--- src/hw/hbridge_pkg.sv ---
package hbridge_pkg;

	// ----------------------------------------------------------------
	// Register map
	// ----------------------------------------------------------------
	localparam logic [11:0] CTRL_OFS   = 12'h000;
	localparam logic [11:0] CONFIG_OFS = 12'h004;
	localparam logic [11:0] STATUS_OFS = 12'h008;

	localparam int CTRL_ENABLE_BIT  = 0;
	localparam int CTRL_RUN_BIT     = 1;
	localparam int CFG_DIR_BIT      = 0;
	localparam int CFG_LOWSIDE_BIT  = 1;
	localparam int CFG_D1_BIT       = 2;
	localparam int CFG_D2_BIT       = 3;
	localparam int CFG_DUTY_LSB     = 8;
	localparam int CFG_FREQ_LSB     = 16;

	localparam logic [31:0] CTRL_RESET   = 32'h0000_0000;
	localparam logic [31:0] CONFIG_RESET = 32'h01F4_0C0C;

	// ----------------------------------------------------------------
	// Timing
	// ----------------------------------------------------------------
	localparam int CLK_HZ         = 50_000_000;
	localparam int FREQ_MAX_FAST  = 20_000;
	localparam int FREQ_MAX_SLOW  = 10_000;
	localparam int FREQ_MIN_HZ    = 1;
	localparam int DUTY_MAX_PCT   = 100;

	typedef struct packed {
		logic       reverse;
		logic       low_side;
		logic       d1_enable;
		logic       d2_enable;
		logic [6:0] duty;
		logic [15:0] freq;
	} drive_cfg_s;

endpackage : hbridge_pkg

--- src/hw/pwm_core.sv ---
`timescale 1ns/1ns
module pwm_core
	import hbridge_pkg::*;
#(
	parameter int CLK_FREQ = CLK_HZ
) (
	input  wire logic        pclk,
	input  wire logic        presetn,
	input  wire logic        run,
	input  wire logic [15:0] freq_hz,
	input  wire logic [6:0]  duty_pct,
	output logic             pwm_out
);
	// Percent tick: period split into 100 steps of one percent each.
	localparam int DIVW = 32;

	if (CLK_FREQ < DUTY_MAX_PCT) begin : g_clk_check
		$error("CLK_FREQ too low for percent steps");
	end

	logic [DIVW-1:0] tick_cnt_reg;
	logic [6:0]      step_reg;
	logic            pwm_reg;
	wire  [DIVW-1:0] tick_len = DIVW'(CLK_FREQ / (int'(freq_hz) * DUTY_MAX_PCT));
	wire             tick_en  = (tick_cnt_reg + 1'b1 >= tick_len);
	wire             step_end = (step_reg == 7'(DUTY_MAX_PCT - 1));

	always_ff @(posedge pclk or negedge presetn) begin
		if (!presetn) begin
			tick_cnt_reg <= '0;
			step_reg     <= '0;
			pwm_reg      <= 1'b0;
		end else if (!run) begin
			tick_cnt_reg <= '0;
			step_reg     <= '0;
			pwm_reg      <= 1'b0;
		end else begin
			tick_cnt_reg <= tick_en ? '0 : tick_cnt_reg + 1'b1;
			if (tick_en)
				step_reg <= step_end ? 7'h00 : step_reg + 7'h01;
			pwm_reg <= (step_reg < duty_pct);
		end
	end

	assign pwm_out = pwm_reg;

endmodule : pwm_core

--- src/hw/hbridge_direction_pwm_drive.sv ---
// Summary of operation
// - forward high-side: A high, B PWM
// - reverse high-side: A low, B PWM
// - forward low-side: A PWM, B low
// - reverse low-side: A low, B PWM
// - fast variant frequency capped at 20 kHz
// - slow variant frequency capped at 10 kHz
// - settings frozen while running, change after stop
// - status shows target enable; drive needs it
// - both disable controls driven to enabling levels; here only while driving, each per its d1_enable/d2_enable bit
//
// Chosen here: the placing of the registers and register access over APB.
`timescale 1ns/1ns
module hbridge_direction_pwm_drive
	import hbridge_pkg::*;
#(
	parameter bit FAST_VARIANT = 1'b1,
	parameter int CLK_FREQ     = CLK_HZ
) (
	input  wire logic        pclk,
	input  wire logic        presetn,
	input  wire logic        psel,
	input  wire logic        penable,
	input  wire logic        pwrite,
	input  wire logic [11:0] paddr,
	input  wire logic [31:0] pwdata,
	output logic [31:0]      prdata,
	output logic             pready,
	output logic             pslverr,
	output logic             bridge_input_a,
	output logic             bridge_input_b,
	output logic             active_high_disable_ctl,
	output logic             active_low_disable_ctl
);

	// A slower clock would leave the top frequency with steps shorter than one cycle.
	if (CLK_FREQ < FREQ_MAX_FAST * DUTY_MAX_PCT) begin : g_clk_check
		$error("CLK_FREQ too low for percent PWM resolution");
	end

	localparam logic [15:0] FREQ_MAX = FAST_VARIANT ? 16'(FREQ_MAX_FAST) : 16'(FREQ_MAX_SLOW);

	// ----------------------------------------------------------------
	// Bus decode
	// ----------------------------------------------------------------
	wire        acc      = psel && penable;
	wire        wr       = acc && pwrite;
	wire        hit_ctrl = (paddr == CTRL_OFS);
	wire        hit_cfg  = (paddr == CONFIG_OFS);
	wire        hit_stat = (paddr == STATUS_OFS);
	wire        mapped   = hit_ctrl || hit_cfg || hit_stat;

	logic        enable_reg;
	logic        run_reg;
	drive_cfg_s  cfg_reg;
	logic        a_reg;
	logic        b_reg;
	logic        d1_reg;
	logic        d2n_reg;
	logic        pwm;

	wire [15:0] wfreq    = pwdata[CFG_FREQ_LSB +: 16];
	wire [6:0]  wduty    = pwdata[CFG_DUTY_LSB +: 7];
	wire [15:0] freq_lim = (wfreq > FREQ_MAX) ? FREQ_MAX :
	                       (wfreq < 16'(FREQ_MIN_HZ)) ? 16'(FREQ_MIN_HZ) : wfreq;
	wire [6:0]  duty_lim = (wduty > 7'(DUTY_MAX_PCT)) ? 7'(DUTY_MAX_PCT) : wduty;
	wire        cfg_lock = run_reg;
	wire        cfg_bad  = wr && hit_cfg && cfg_lock;
	wire        driving  = run_reg && enable_reg;

	wire [31:0] ctrl_rd = {30'h0, run_reg, enable_reg};
	wire [31:0] cfg_rd  = {cfg_reg.freq, 1'b0, cfg_reg.duty, 4'h0, cfg_reg.d2_enable,
	                       cfg_reg.d1_enable, cfg_reg.low_side, cfg_reg.reverse};
	wire [31:0] stat_rd = {28'h0, b_reg, a_reg, driving, enable_reg};

	assign pready  = 1'b1;
	assign pslverr = acc && (!mapped || cfg_bad);

	// ----------------------------------------------------------------
	// Registers
	// ----------------------------------------------------------------
	always_ff @(posedge pclk or negedge presetn) begin
		if (!presetn) begin
			enable_reg <= CTRL_RESET[CTRL_ENABLE_BIT];
			run_reg    <= CTRL_RESET[CTRL_RUN_BIT];
			cfg_reg    <= '{reverse:   CONFIG_RESET[CFG_DIR_BIT],
			                low_side:  CONFIG_RESET[CFG_LOWSIDE_BIT],
			                d1_enable: CONFIG_RESET[CFG_D1_BIT],
			                d2_enable: CONFIG_RESET[CFG_D2_BIT],
			                duty:      CONFIG_RESET[CFG_DUTY_LSB +: 7],
			                freq:      CONFIG_RESET[CFG_FREQ_LSB +: 16]};
			prdata     <= '0;
		end else begin
			if (wr && hit_ctrl) begin
				enable_reg <= pwdata[CTRL_ENABLE_BIT];
				run_reg    <= pwdata[CTRL_RUN_BIT];
			end
			if (wr && hit_cfg && !cfg_lock)
				cfg_reg <= '{reverse: pwdata[CFG_DIR_BIT], low_side: pwdata[CFG_LOWSIDE_BIT],
				             d1_enable: pwdata[CFG_D1_BIT], d2_enable: pwdata[CFG_D2_BIT],
				             duty: duty_lim, freq: freq_lim};
			if (psel && !penable && !pwrite)
				prdata <= hit_ctrl ? ctrl_rd : hit_cfg ? cfg_rd : hit_stat ? stat_rd : 32'h0;
		end
	end

	pwm_core #(
		.CLK_FREQ (CLK_FREQ)
	) u_pwm (
		.pclk     (pclk),
		.presetn  (presetn),
		.run      (driving),
		.freq_hz  (cfg_reg.freq),
		.duty_pct (cfg_reg.duty),
		.pwm_out  (pwm)
	);

	// ----------------------------------------------------------------
	// Bridge outputs
	// ----------------------------------------------------------------
	always_ff @(posedge pclk or negedge presetn) begin
		if (!presetn) begin
			a_reg   <= 1'b0;
			b_reg   <= 1'b0;
			d1_reg  <= 1'b1;
			d2n_reg <= 1'b0;
		end else if (!driving) begin
			a_reg   <= 1'b0;
			b_reg   <= 1'b0;
			d1_reg  <= 1'b1;
			d2n_reg <= 1'b0;
		end else begin
			d1_reg  <= !cfg_reg.d1_enable;
			d2n_reg <= cfg_reg.d2_enable;
			case ({cfg_reg.low_side, cfg_reg.reverse})
				2'b00: begin
					a_reg <= 1'b1;
					b_reg <= pwm;
				end
				2'b01: begin
					a_reg <= 1'b0;
					b_reg <= pwm;
				end
				2'b10: begin
					a_reg <= pwm;
					b_reg <= 1'b0;
				end
				default: begin
					a_reg <= 1'b0;
					b_reg <= pwm;
				end
			endcase
		end
	end

	assign bridge_input_a          = a_reg;
	assign bridge_input_b          = b_reg;
	assign active_high_disable_ctl = d1_reg;
	assign active_low_disable_ctl  = d2n_reg;

endmodule : hbridge_direction_pwm_drive

--- config.mk ---
export PLATFORM = sky130hd
export DESIGN_NAME = hbridge_direction_pwm_drive
export DESIGN_NICKNAME = d
export VERILOG_FILES = /design/src/hw/hbridge_pkg.sv /design/src/hw/pwm_core.sv /design/src/hw/hbridge_direction_pwm_drive.sv
export SDC_FILE = /design/constraint.sdc
export NUM_CORES = 1
export LEC_CHECK = 0
export BUFFER_PORTS_ARGS = -buffer_cell sky130_fd_sc_hd__buf_2
export CELL_PAD_IN_SITES_DETAIL_PLACEMENT = 1
export CELL_PAD_IN_SITES_GLOBAL_PLACEMENT = 2
export CORE_UTILIZATION = 42
export DETAILED_ROUTE_END_ITERATION = 6
export PLACE_DENSITY = 0.87
export SYNTH_ARGS = -nofsm -noshare
export SYNTH_HDL_FRONTEND = slang
export SYNTH_SLANG_ARGS = --single-unit
--- constraint.sdc ---
create_clock -name pclk -period 156.8 [get_ports pclk]
set_input_delay 7.84 -clock pclk [delete_from_list [all_inputs] [get_ports pclk]]
set_output_delay 7.84 -clock pclk [all_outputs]
set_load 0.03 [all_outputs]
; After elaboration in Yosys (flattened, before gate mapping)
; Index checks and enable logic that the tools add are counted.
[word_totals]
output_inout_bits = 38
inputBits = 49
reg_bits = 105
elab_cells = 68
[op_classes]
div_mod_pow = 1
n_mux = 18
add_sub_neg = 2
order_cmp = 5
n_reduce_logical = 20
n_eq_ne = 5
n_mul = 1
[ops]
columns = cell, n
row1 = $mux 32, 4
row2 = $add 32x1->32 const B, 1
row3 = $div 27x32->32 const A, 1
row4 = $ge 32x32->1, 1
row5 = $mux 16, 2
row6 = $mux 7, 4
row7 = $mul 16x5->21 const B, 1
row8 = $gt 16x15->1 const B, 1
row9 = $lt 16x1->1 const B, 1
row10 = $eq 12x3->1 const B, 1
row11 = $eq 12x4->1 const B, 1
row12 = $logic_not 12->1, 1
row13 = $logic_and 1x1->1, 10
row14 = $add 7x1->7 const B, 1
row15 = $eq 7x7->1 const B, 1
row16 = $gt 7x7->1 const B, 1
row17 = $lt 7x7->1, 1
row18 = $mux 1, 6
row19 = $logic_not 1->1, 5
row20 = $mux 4, 1
row21 = $logic_or 1x1->1, 3
row22 = $eq 2x2->1 const B, 1
row23 = $logic_not 2->1, 1
row24 = $ne 2x2->1 const B, 1
row25 = $pmux 1 s2, 1

; Depth between registers and ports, before layout
; Gate-level depths: netlist of the first run.
[depth]
depth_word = 6
depth_mapped = 424
mapped_depth_nobuf = 398

; Modules after synthesis
; Synthesis of the first run repeated with hierarchy kept, for this count alone.
[unflattened]
cells_unflattened = 4296
hier_area_um2 = 31363.8
[by_module_without_submodules]
columns = mod, area_each_um2, cells_per_inst, seq_area_each_um2, n_inst
row1 = pwm_core, 28758.8, 4079, 1001.0, 1
row2 = hbridge_direction_pwm_drive, 2605.0, 217, 1515.2, 1

; Least setup slack after synthesis of the first run
; OpenSTA, ideal clock, no wires.
[synth_timing]
path_kind = flip-flop to flip-flop
start = register cfg_reg (netlist bit cfg_rd[16])
end = register u_pwm.step_reg[5]
required_ns = 156.667
n_path_buf = 37
setup_time_ns = 0.133
setup_slack_ns = 79.062
path_stages_with_launch = 399
arrival_time_ns = 77.605
synth_period_minus_slack_ns = 77.738
path_cell_list = dfrtp_1 buf_2 inv_1 clkbuf_1 clkbuf_1 clkbuf_1 ha_1 ha_1 ha_1 a211oi_2 o211a_1 o2bb2ai_1 o211ai_1 nand4_1 buf_6 nor2_1 clkbuf_1 nand2_1 (+363 left out) nand2b_1 a21o_1 a21o_1 a21o_1 a21o_1 a21o_1 a21oi_1 o31ai_1 a21o_1 a21o_1 a21o_1 a21oi_1 nor2b_1 o21ai_0 a21oi_1 clkbuf_1 mux2i_1 o21ai_0
[synth_via]
elab_chain_cells = 4
[synth_rtl]
columns = element, line_no
row1 = "start, declared", hbridge_direction_pwm_drive.sv:55  ; drive_cfg_s cfg_reg;
row2 = "start signal, assigned", hbridge_direction_pwm_drive.sv:86  ; cfg_reg <= '{reverse: CONFIG_RESET[CFG_DIR_BIT],
row3 = "start signal, assigned", hbridge_direction_pwm_drive.sv:99  ; cfg_reg <= '{reverse: pwdata[CFG_DIR_BIT], low_side: pwdata[CFG_LOWSIDE_BIT],
row4 = $mul 16x5->21, pwm_core.sv:24  ; wire [DIVW-1:0] tick_len = DIVW'(CLK_FREQ / (int'(freq_hz) * DUTY_MAX_PCT));
row5 = $div 27x32->32, pwm_core.sv:24
row6 = $ge 32x32->1, pwm_core.sv:25  ; wire tick_en = (tick_cnt_reg + 1'b1 >= tick_len);
row7 = $ne 2x2->1 (no source line), -
row8 = "end signal, assigned", pwm_core.sv:40  ; step_reg <= step_end ? 7'h00 : step_reg + 7'h01;
row9 = "end, declared", pwm_core.sv:22  ; logic [6:0] step_reg;
; No other way between the ends.
; A chain may end at the register's enable or synchronous reset.

; Final worst setup path of the first run
[layout_timing]
start = register cfg_reg (netlist bit cfg_rd[17])
end = register u_pwm.step_reg[0]
; The elaborated chain is that of the path after synthesis.

==> metrics.yaml, run 1 <==
fin_skew_ns: 0.01171
die_h_um: 273.1
slew_headroom_pct: 22.04
clk_latency_ns: 0.36
antenna_found_initial: 2
synthFlopType: "dfrtp_1"
synthArstFlopShare_pct: 100.0
largest_reg_flops: 32
path_class: "register to register"
drive_gt1_share_pct: 9.852
synth.most_common_cell: "ha_1"
fin_hold_ws_ns: 0.4776
synth_area_leaders: "ha_1 (20%), dfrtp_1 (7.2%), a21oi_1 (5.4%), xnor2_1 (5.3%), nor2_1 (4.6%)"
yosysTopAreaCellShare_pct: 19.58
ys_seq_elements: 100
design_area_sq_mm: 0.03269
cts_max_level: 3
clock_sinks: 100
worst_setup_path_start_kind: "register"
vdd_drop_max_mv: 0.03457
post-route-util_pct: 44.88
seq_area_frac_synth_pct: 8.150
drc: 0
dp_hpwl_mm: 84.76
synth_edf_count: 0
start_util_pct: 42.39
syn2layout_area_growth_pct: 5.873
p_sw_w: 0.0001305
grt_max_degree: 82
ys_warn_count: 0
status: "finished clean"
final_hold_viol_count: 0
cts_tree: "done"
route.detailed.wl_per_inst_um: 20.57
power_frac_clock_pct: 8.2
worst_slew_pin_slew_ns: 1.167
place_area_sq_mm: 0.03240
antennaDiodeCount: 0
dr.pass1.iters: 5
nets: 4740
wl_mm: 106.2
reg2reg_slack_ns: 61.60
crit_path_max_fanout: 41
synth_area_per_cell_sq_um: 7.405
grt_pass1_vias: 31900
dp_slack_ns: 62.47
cp.required_ns: 156.99
port_buffers: 75
timing.final.ws_setup_ns: 61.60
ctsHoldBuffers: 0
min_period_over_period_pct: 60.71
p_leak_nw: 14.98
comb_power_share_pct: 82.3
post-cts-setup-buffer-count: 0
synth_cell_types: 114
final_max_slew_viol_count: 0
slowest_delay_ns: 0.82
rsz0062_at_grt: "false"
top_level_ports: 87
synth_cells: 4169
die_width_um: 273.1
grt_pass1_wl_mm: 170.5
worstSetupEndpointType: "register"
setup_viol_count_final: 0
cts_buffers: 9
power_frac_seq_pct: 9.5
cap_violations: 0
rows: 99
fmax_ghz: 0.01050
synth_top_cell_by_area: "ha_1"
syn_area_sq_mm: 0.03087
cpMaxStageDelayCell: "a211oi_1"
antenna_left: 0
post_cts_resized: 0
cts.path.max_buffers: 2
gp_routability_congestion: 0.8595
vias: 31420
intPower_w: 0.0001409
hp-class: "register to register"
grt_remaining_overflow: 0
clkTransAtPathRegs_ns: 0.08
sw_frac_of_total_pct: 48.09
period_minus_slack_ns: 95.20
die_area_sq_mm: 0.07459
root_buffer: "clkbuf_16"
gr-usage-all-layers_pct: 27.90
coreArea_sq_mm: 0.07283
power_density_mw_per_mm2: 8.304
cp.arrival_ns: 95.39
drt_iter0_markers: 1545
viasPerCell: 6.089
synth_common_cells: "ha_1 (483), nor2_1 (377), nand2_1 (338)"
finalSetupTns_ns: 0
cells in the final DEF (no fill, tap or decap), types with 50 or more instances in the layout:
cell type and count:
xnor2_1 185, nor2_1 372, nand2_1 338, a21oi_1 332
inv_1 216, and3_1 50, buf_2 74, nor3_1 110
ha_1 483, xor2_1 105, mux2_2 120, dfrtp_1 88
nor2b_1 88, nand3_1 111, a21o_1 159, nand2b_1 83
o21ai_0 260, o21a_1 103
cells by family (layout without fill, tap and decap cells):
kind of cell	count (synthesis)	count (layout)	synth area share [%]
AND/OR/NAND/NOR	1437	1437	23.38
AO/OA/AOI/OAI	1346	1346	29.36
adder cells (fa/ha/maj)	494	494	20.29
buffers and inverters	333	362	4.357
XOR/XNOR	292	292	8.284
multiplexers	165	165	6.156
flip-flops	100	100	8.150
other	2	6	0.02433
routing by layer:
layer	up-vias	track usage, %	routed length, um
met2	394	49.77	51160
met1	15330	36.44	49610
met3	148	1.090	2390
met5	-	0	0
li1	15550	-	-
met4	0	7.439	3012
metrics by stage:
stage	std cells	total power, W
after floorplan	4173	0.0002006
after global placement	5145	0.0002403
after detailed placement	5145	0.0002471
after CTS	5161	0.0002715
after global routing	5161	0.0002973
final	5161	0.0002714
critical path: cells and delay by family (launching register included):
| kind | cells | cell delay [ns] |
|---|---|---|
| multiplexers | 9 | 3.16 |
| adder cells (fa/ha/maj) | 33 | 11.02 |
| XOR/XNOR | 1 | 0.16 |
| flip-flops | 1 | 0.55 |
| AO/OA/AOI/OAI | 205 | 48.02 |
| buffers and inverters | 29 | 9.96 |
| AND/OR/NAND/NOR | 112 | 21.84 |
layout make-up:
cell class / count / area [sq um]
Clock buffer: 9 / 225.2
Clock inverter: 7 / 62.56
Fill cell: 9319 / 40150
Inverter: 224 / 840.8
Multi-Input combinational cell: 3740 / 27110
Sequential cell: 100 / 2517
Tap cell: 959 / 1200
Timing Repair Buffer: 122 / 730.7
final timing paths:
check                            from           endpoint  cells after the start
setup / recovery           cfg_rd[17]  u_pwm.step_reg[0]                    389
hold / removal              cfg_rd[2]          cfg_rd[2]                      2
setup reg to reg           cfg_rd[17]  u_pwm.step_reg[0]                    389
hold reg to reg             cfg_rd[2]          cfg_rd[2]                      2
max in group asynchronous     presetn         cfg_rd[16]                      2
min in group asynchronous     presetn         enable_reg                      1
power groups by stage:
| stage | registers (W) | logic (W) | clock network, W |
|---|---|---|---|
| 4_1_cts | 0.0000258 | 0.000223 | 0.0000228 |
| 3_3_place_gp | 0.0000263 | 0.000214 | 0 |
| 2_1_floorplan | 0.0000263 | 0.000174 | 0 |
| 5_1_grt | 0.0000258 | 0.000248 | 0.0000236 |
| 3_5_place_dp | 0.0000263 | 0.000221 | 0 |
| 6_report | 0.0000258 | 0.000223 | 0.0000222 |
Note: power is estimated with default switching activity, not from simulation.
==> inputs of run 2 (changes only) <==
--- a/config.mk
+++ b/config.mk
@@ -8,9 +8,9 @@
 export BUFFER_PORTS_ARGS = -buffer_cell sky130_fd_sc_hd__buf_2
 export CELL_PAD_IN_SITES_DETAIL_PLACEMENT = 1
 export CELL_PAD_IN_SITES_GLOBAL_PLACEMENT = 2
-export CORE_UTILIZATION = 42
+export CORE_UTILIZATION = 35
 export DETAILED_ROUTE_END_ITERATION = 6
-export PLACE_DENSITY = 0.87
+export PLACE_DENSITY = 0.77
 export SYNTH_ARGS = -nofsm -noshare
 export SYNTH_HDL_FRONTEND = slang
 export SYNTH_SLANG_ARGS = --single-unit
==> constraint.sdc (replaced) <==
create_clock -name pclk -period 77.1 [get_ports pclk]
set_input_delay 3.855 -clock pclk [delete_from_list [all_inputs] [get_ports pclk]]
set_output_delay 3.855 -clock pclk [all_outputs]
set_load 0.03 [all_outputs]
==> metrics.yaml, run 2 (synthesized netlist as in run 1, its figures left out) <==
vias: 35270  # was 31420
cts_max_level: 3  # unchanged
clk_latency_ns: 0.37  # was 0.36 ns
period_minus_slack_ns: 73.28  # was 95.20 ns
gr-usage-all-layers_pct: 26.19  # was 27.90%
crit_path_max_fanout: 17  # was 41
path_common_cell: "a21o_1"
antenna_found_initial: 1  # was 2
gp_routability_congestion: 0.9168  # was 0.8595
path_class: "register to register"  # unchanged
start_util_pct: 35.48  # was 42.39%
fin_cells: 6268  # was 5161
largest_reg_flops: 32  # unchanged
worst_setup_path_start_kind: "register"  # unchanged
hp-class: "register to register"  # unchanged
startpoint: "cfg_rd[20]"  # was cfg_rd[17]
multiInputGateArea_sq_mm: 0.02832  # was 0.02711 sq mm
vdd_drop_max_mv: 0.06637  # was 0.03457 mV
reg2reg_depth: 399  # was 389
die_area_sq_mm: 0.08940  # was 0.07459 sq mm
regArea_sq_mm: 0.002520  # was 0.002517 sq mm
final_max_slew_viol_count: 0  # unchanged
design_area_sq_mm: 0.04117  # was 0.03269 sq mm
cap_violations: 0  # unchanged
slew_headroom_pct: 30.24  # was 22.04%
drc: 0  # unchanged
place_area_sq_mm: 0.03898  # was 0.03240 sq mm
final_hold_viol_count: 0  # unchanged
die_h_um: 299.0  # was 273.1 um
antennaDiodeCount: 0  # unchanged
grt_max_degree: 64  # was 82
slowest_delay_ns: 0.58  # was 0.82 ns
reg2reg_to: "u_pwm.tick_cnt_reg[15]"  # was u_pwm.step_reg[0]
top_level_ports: 87  # unchanged
viasPerCell: 5.627  # was 6.089
fmax_ghz: 0.01365  # was 0.01050 GHz
dp_hpwl_mm: 97.97  # was 84.76 mm
drt_iter0_markers: 1478  # was 1545
root_buffer: "clkbuf_16"  # unchanged
die_width_um: 299.0  # was 273.1 um
crit_family: "compound AO/OA/AOI/OAI gates"  # unchanged
route.detailed.wl_per_inst_um: 19.67  # was 20.57 um
coreArea_sq_mm: 0.08702  # was 0.07283 sq mm
grt_pass1_wl_mm: 191.9  # was 170.5 mm
cts_buffers: 9  # unchanged
nets: 5651  # was 4740
mostFrequentLayoutCells: "buf_4 (941), ha_1 (464), nor2_1 (356)"  # was ha_1 (483), nor2_1 (372), nand2_1 (338)
cts_tree: "done"  # unchanged
status: "finished clean"  # unchanged
nFillCells: 10960  # was 9319
clock_sinks: 100  # unchanged
antenna_left: 0  # unchanged
cp.required_ns: 77.39  # was 156.99 ns
dr.pass1.iters: 5  # unchanged
drive_gt1_share_pct: 29.98  # was 9.852%
wl_mm: 123.3  # was 106.2 mm
reg2reg_slack_ns: 3.82  # was 61.60 ns
setup_viol_count_final: 0  # unchanged
clkTransAtPathRegs_ns: 0.09  # was 0.08 ns
syn2layout_area_growth_pct: 33.36  # was 5.873%
cpMaxStageDelayCell: "dfstp_2"  # was a211oi_1
worstSetupEndpointType: "register"  # unchanged
crit_buf_inv: 45  # was 29
hold_path_end: "cfg_rd[3]"  # was cfg_rd[2]
r2r_start: "cfg_rd[20]"  # was cfg_rd[17]
min_from: "cfg_rd[3]"  # was cfg_rd[2]
grt_remaining_overflow: 0  # unchanged
cp.arrival_ns: 73.57  # was 95.39 ns
rows: 108  # was 99
worst_slew_pin_slew_ns: 1.046  # was 1.167 ns
cts.path.max_buffers: 2  # unchanged
hold_path_depth: 2  # unchanged
fin_skew_ns: 0.01598  # was 0.01171 ns
mostFrequentLayoutCell: "buf_4"  # was ha_1
port_buffers: 75  # unchanged
power_density_mw_per_mm2: 15.69  # was 8.304 mW/mm^2
min_period_over_period_pct: 95.04  # was 60.71%
dpl.cell_count: 6173  # was 5145
grt_pass1_vias: 36610  # was 31900
p_leak_nw: 19.63  # was 14.98 nW
[run 2: per-layer routing]
layer  track usage (%)  wire length (um)  vias to the layer above
met5                 0                 0                        -
met4             6.256              2808                        0
met3             1.309              2966                      142
met2             47.55             60940                      447
met1             33.67             56570                    17290
li1                  -                 -                    17390
[run 2: how the worst max path moves through the flow]
stage	end	slack, ns	cells after the start
floorplan	u_pwm.step_reg[5]	0.03	399
global placement	u_pwm.step_reg[0]	-0.62	393
detailed placement	u_pwm.step_reg[0]	-2.29	397
CTS	u_pwm.tick_cnt_reg[22]	0.06	398
global route	u_pwm.step_reg[6]	-0.42	404
finish	u_pwm.tick_cnt_reg[15]	3.82	399
[run 2: cell type report]
| class | count | area share (%) |
|---|---|---|
| multi-input combinational | 3741 | 68.79 |
| timing repair buffer | 1032 | 18.75 |
| sequential | 100 | 6.121 |
| tap | 1155 | 3.510 |
| inverter | 224 | 2.067 |
| clock buffer | 9 | 0.5470 |
| clock inverter | 7 | 0.2219 |
[run 2: tightest hold or removal path: cells and delay by family, from the launching register on]
kind / cells / cell delay [ns]
flip-flops: 1 / 0.40
AND/OR/NAND/NOR: 2 / 0.11
[run 2: where the power goes]
part           total [W]  leakage, nW  internal, W  switching [W]
combinational   0.000546         18.2     0.000280       0.000266
clock          0.0000479        0.152    0.0000233      0.0000245
sequential     0.0000525         1.30    0.0000525   0.0000000376
[run 2: what timing repair did]
action                                  in CTS  in global routing
hold buffers                                 0                  0
setup buffers                               12                 64
endpoints found under the setup margin      39                 39
pin swaps                                   11                111
gates resized for setup                     68                254
cloned                                       0                  3
[run 2: metrics by stage]
stage                     setup slack (ns)  hold slack (ns)  total power (W)  setup TNS, ns  utilization [%]
after floorplan                    0.03296           0.4437        0.0004079              0                -
after global placement             -0.6192           0.4746        0.0005642         -23.27            44.80
after detailed placement            -2.293           0.4818        0.0005796         -88.09            44.80
after CTS                          0.05686           0.4975        0.0006335              0            45.54
after global routing               -0.4170           0.5179        0.0007094         -14.70            47.31
final                                3.823           0.4968        0.0006461              0            47.31
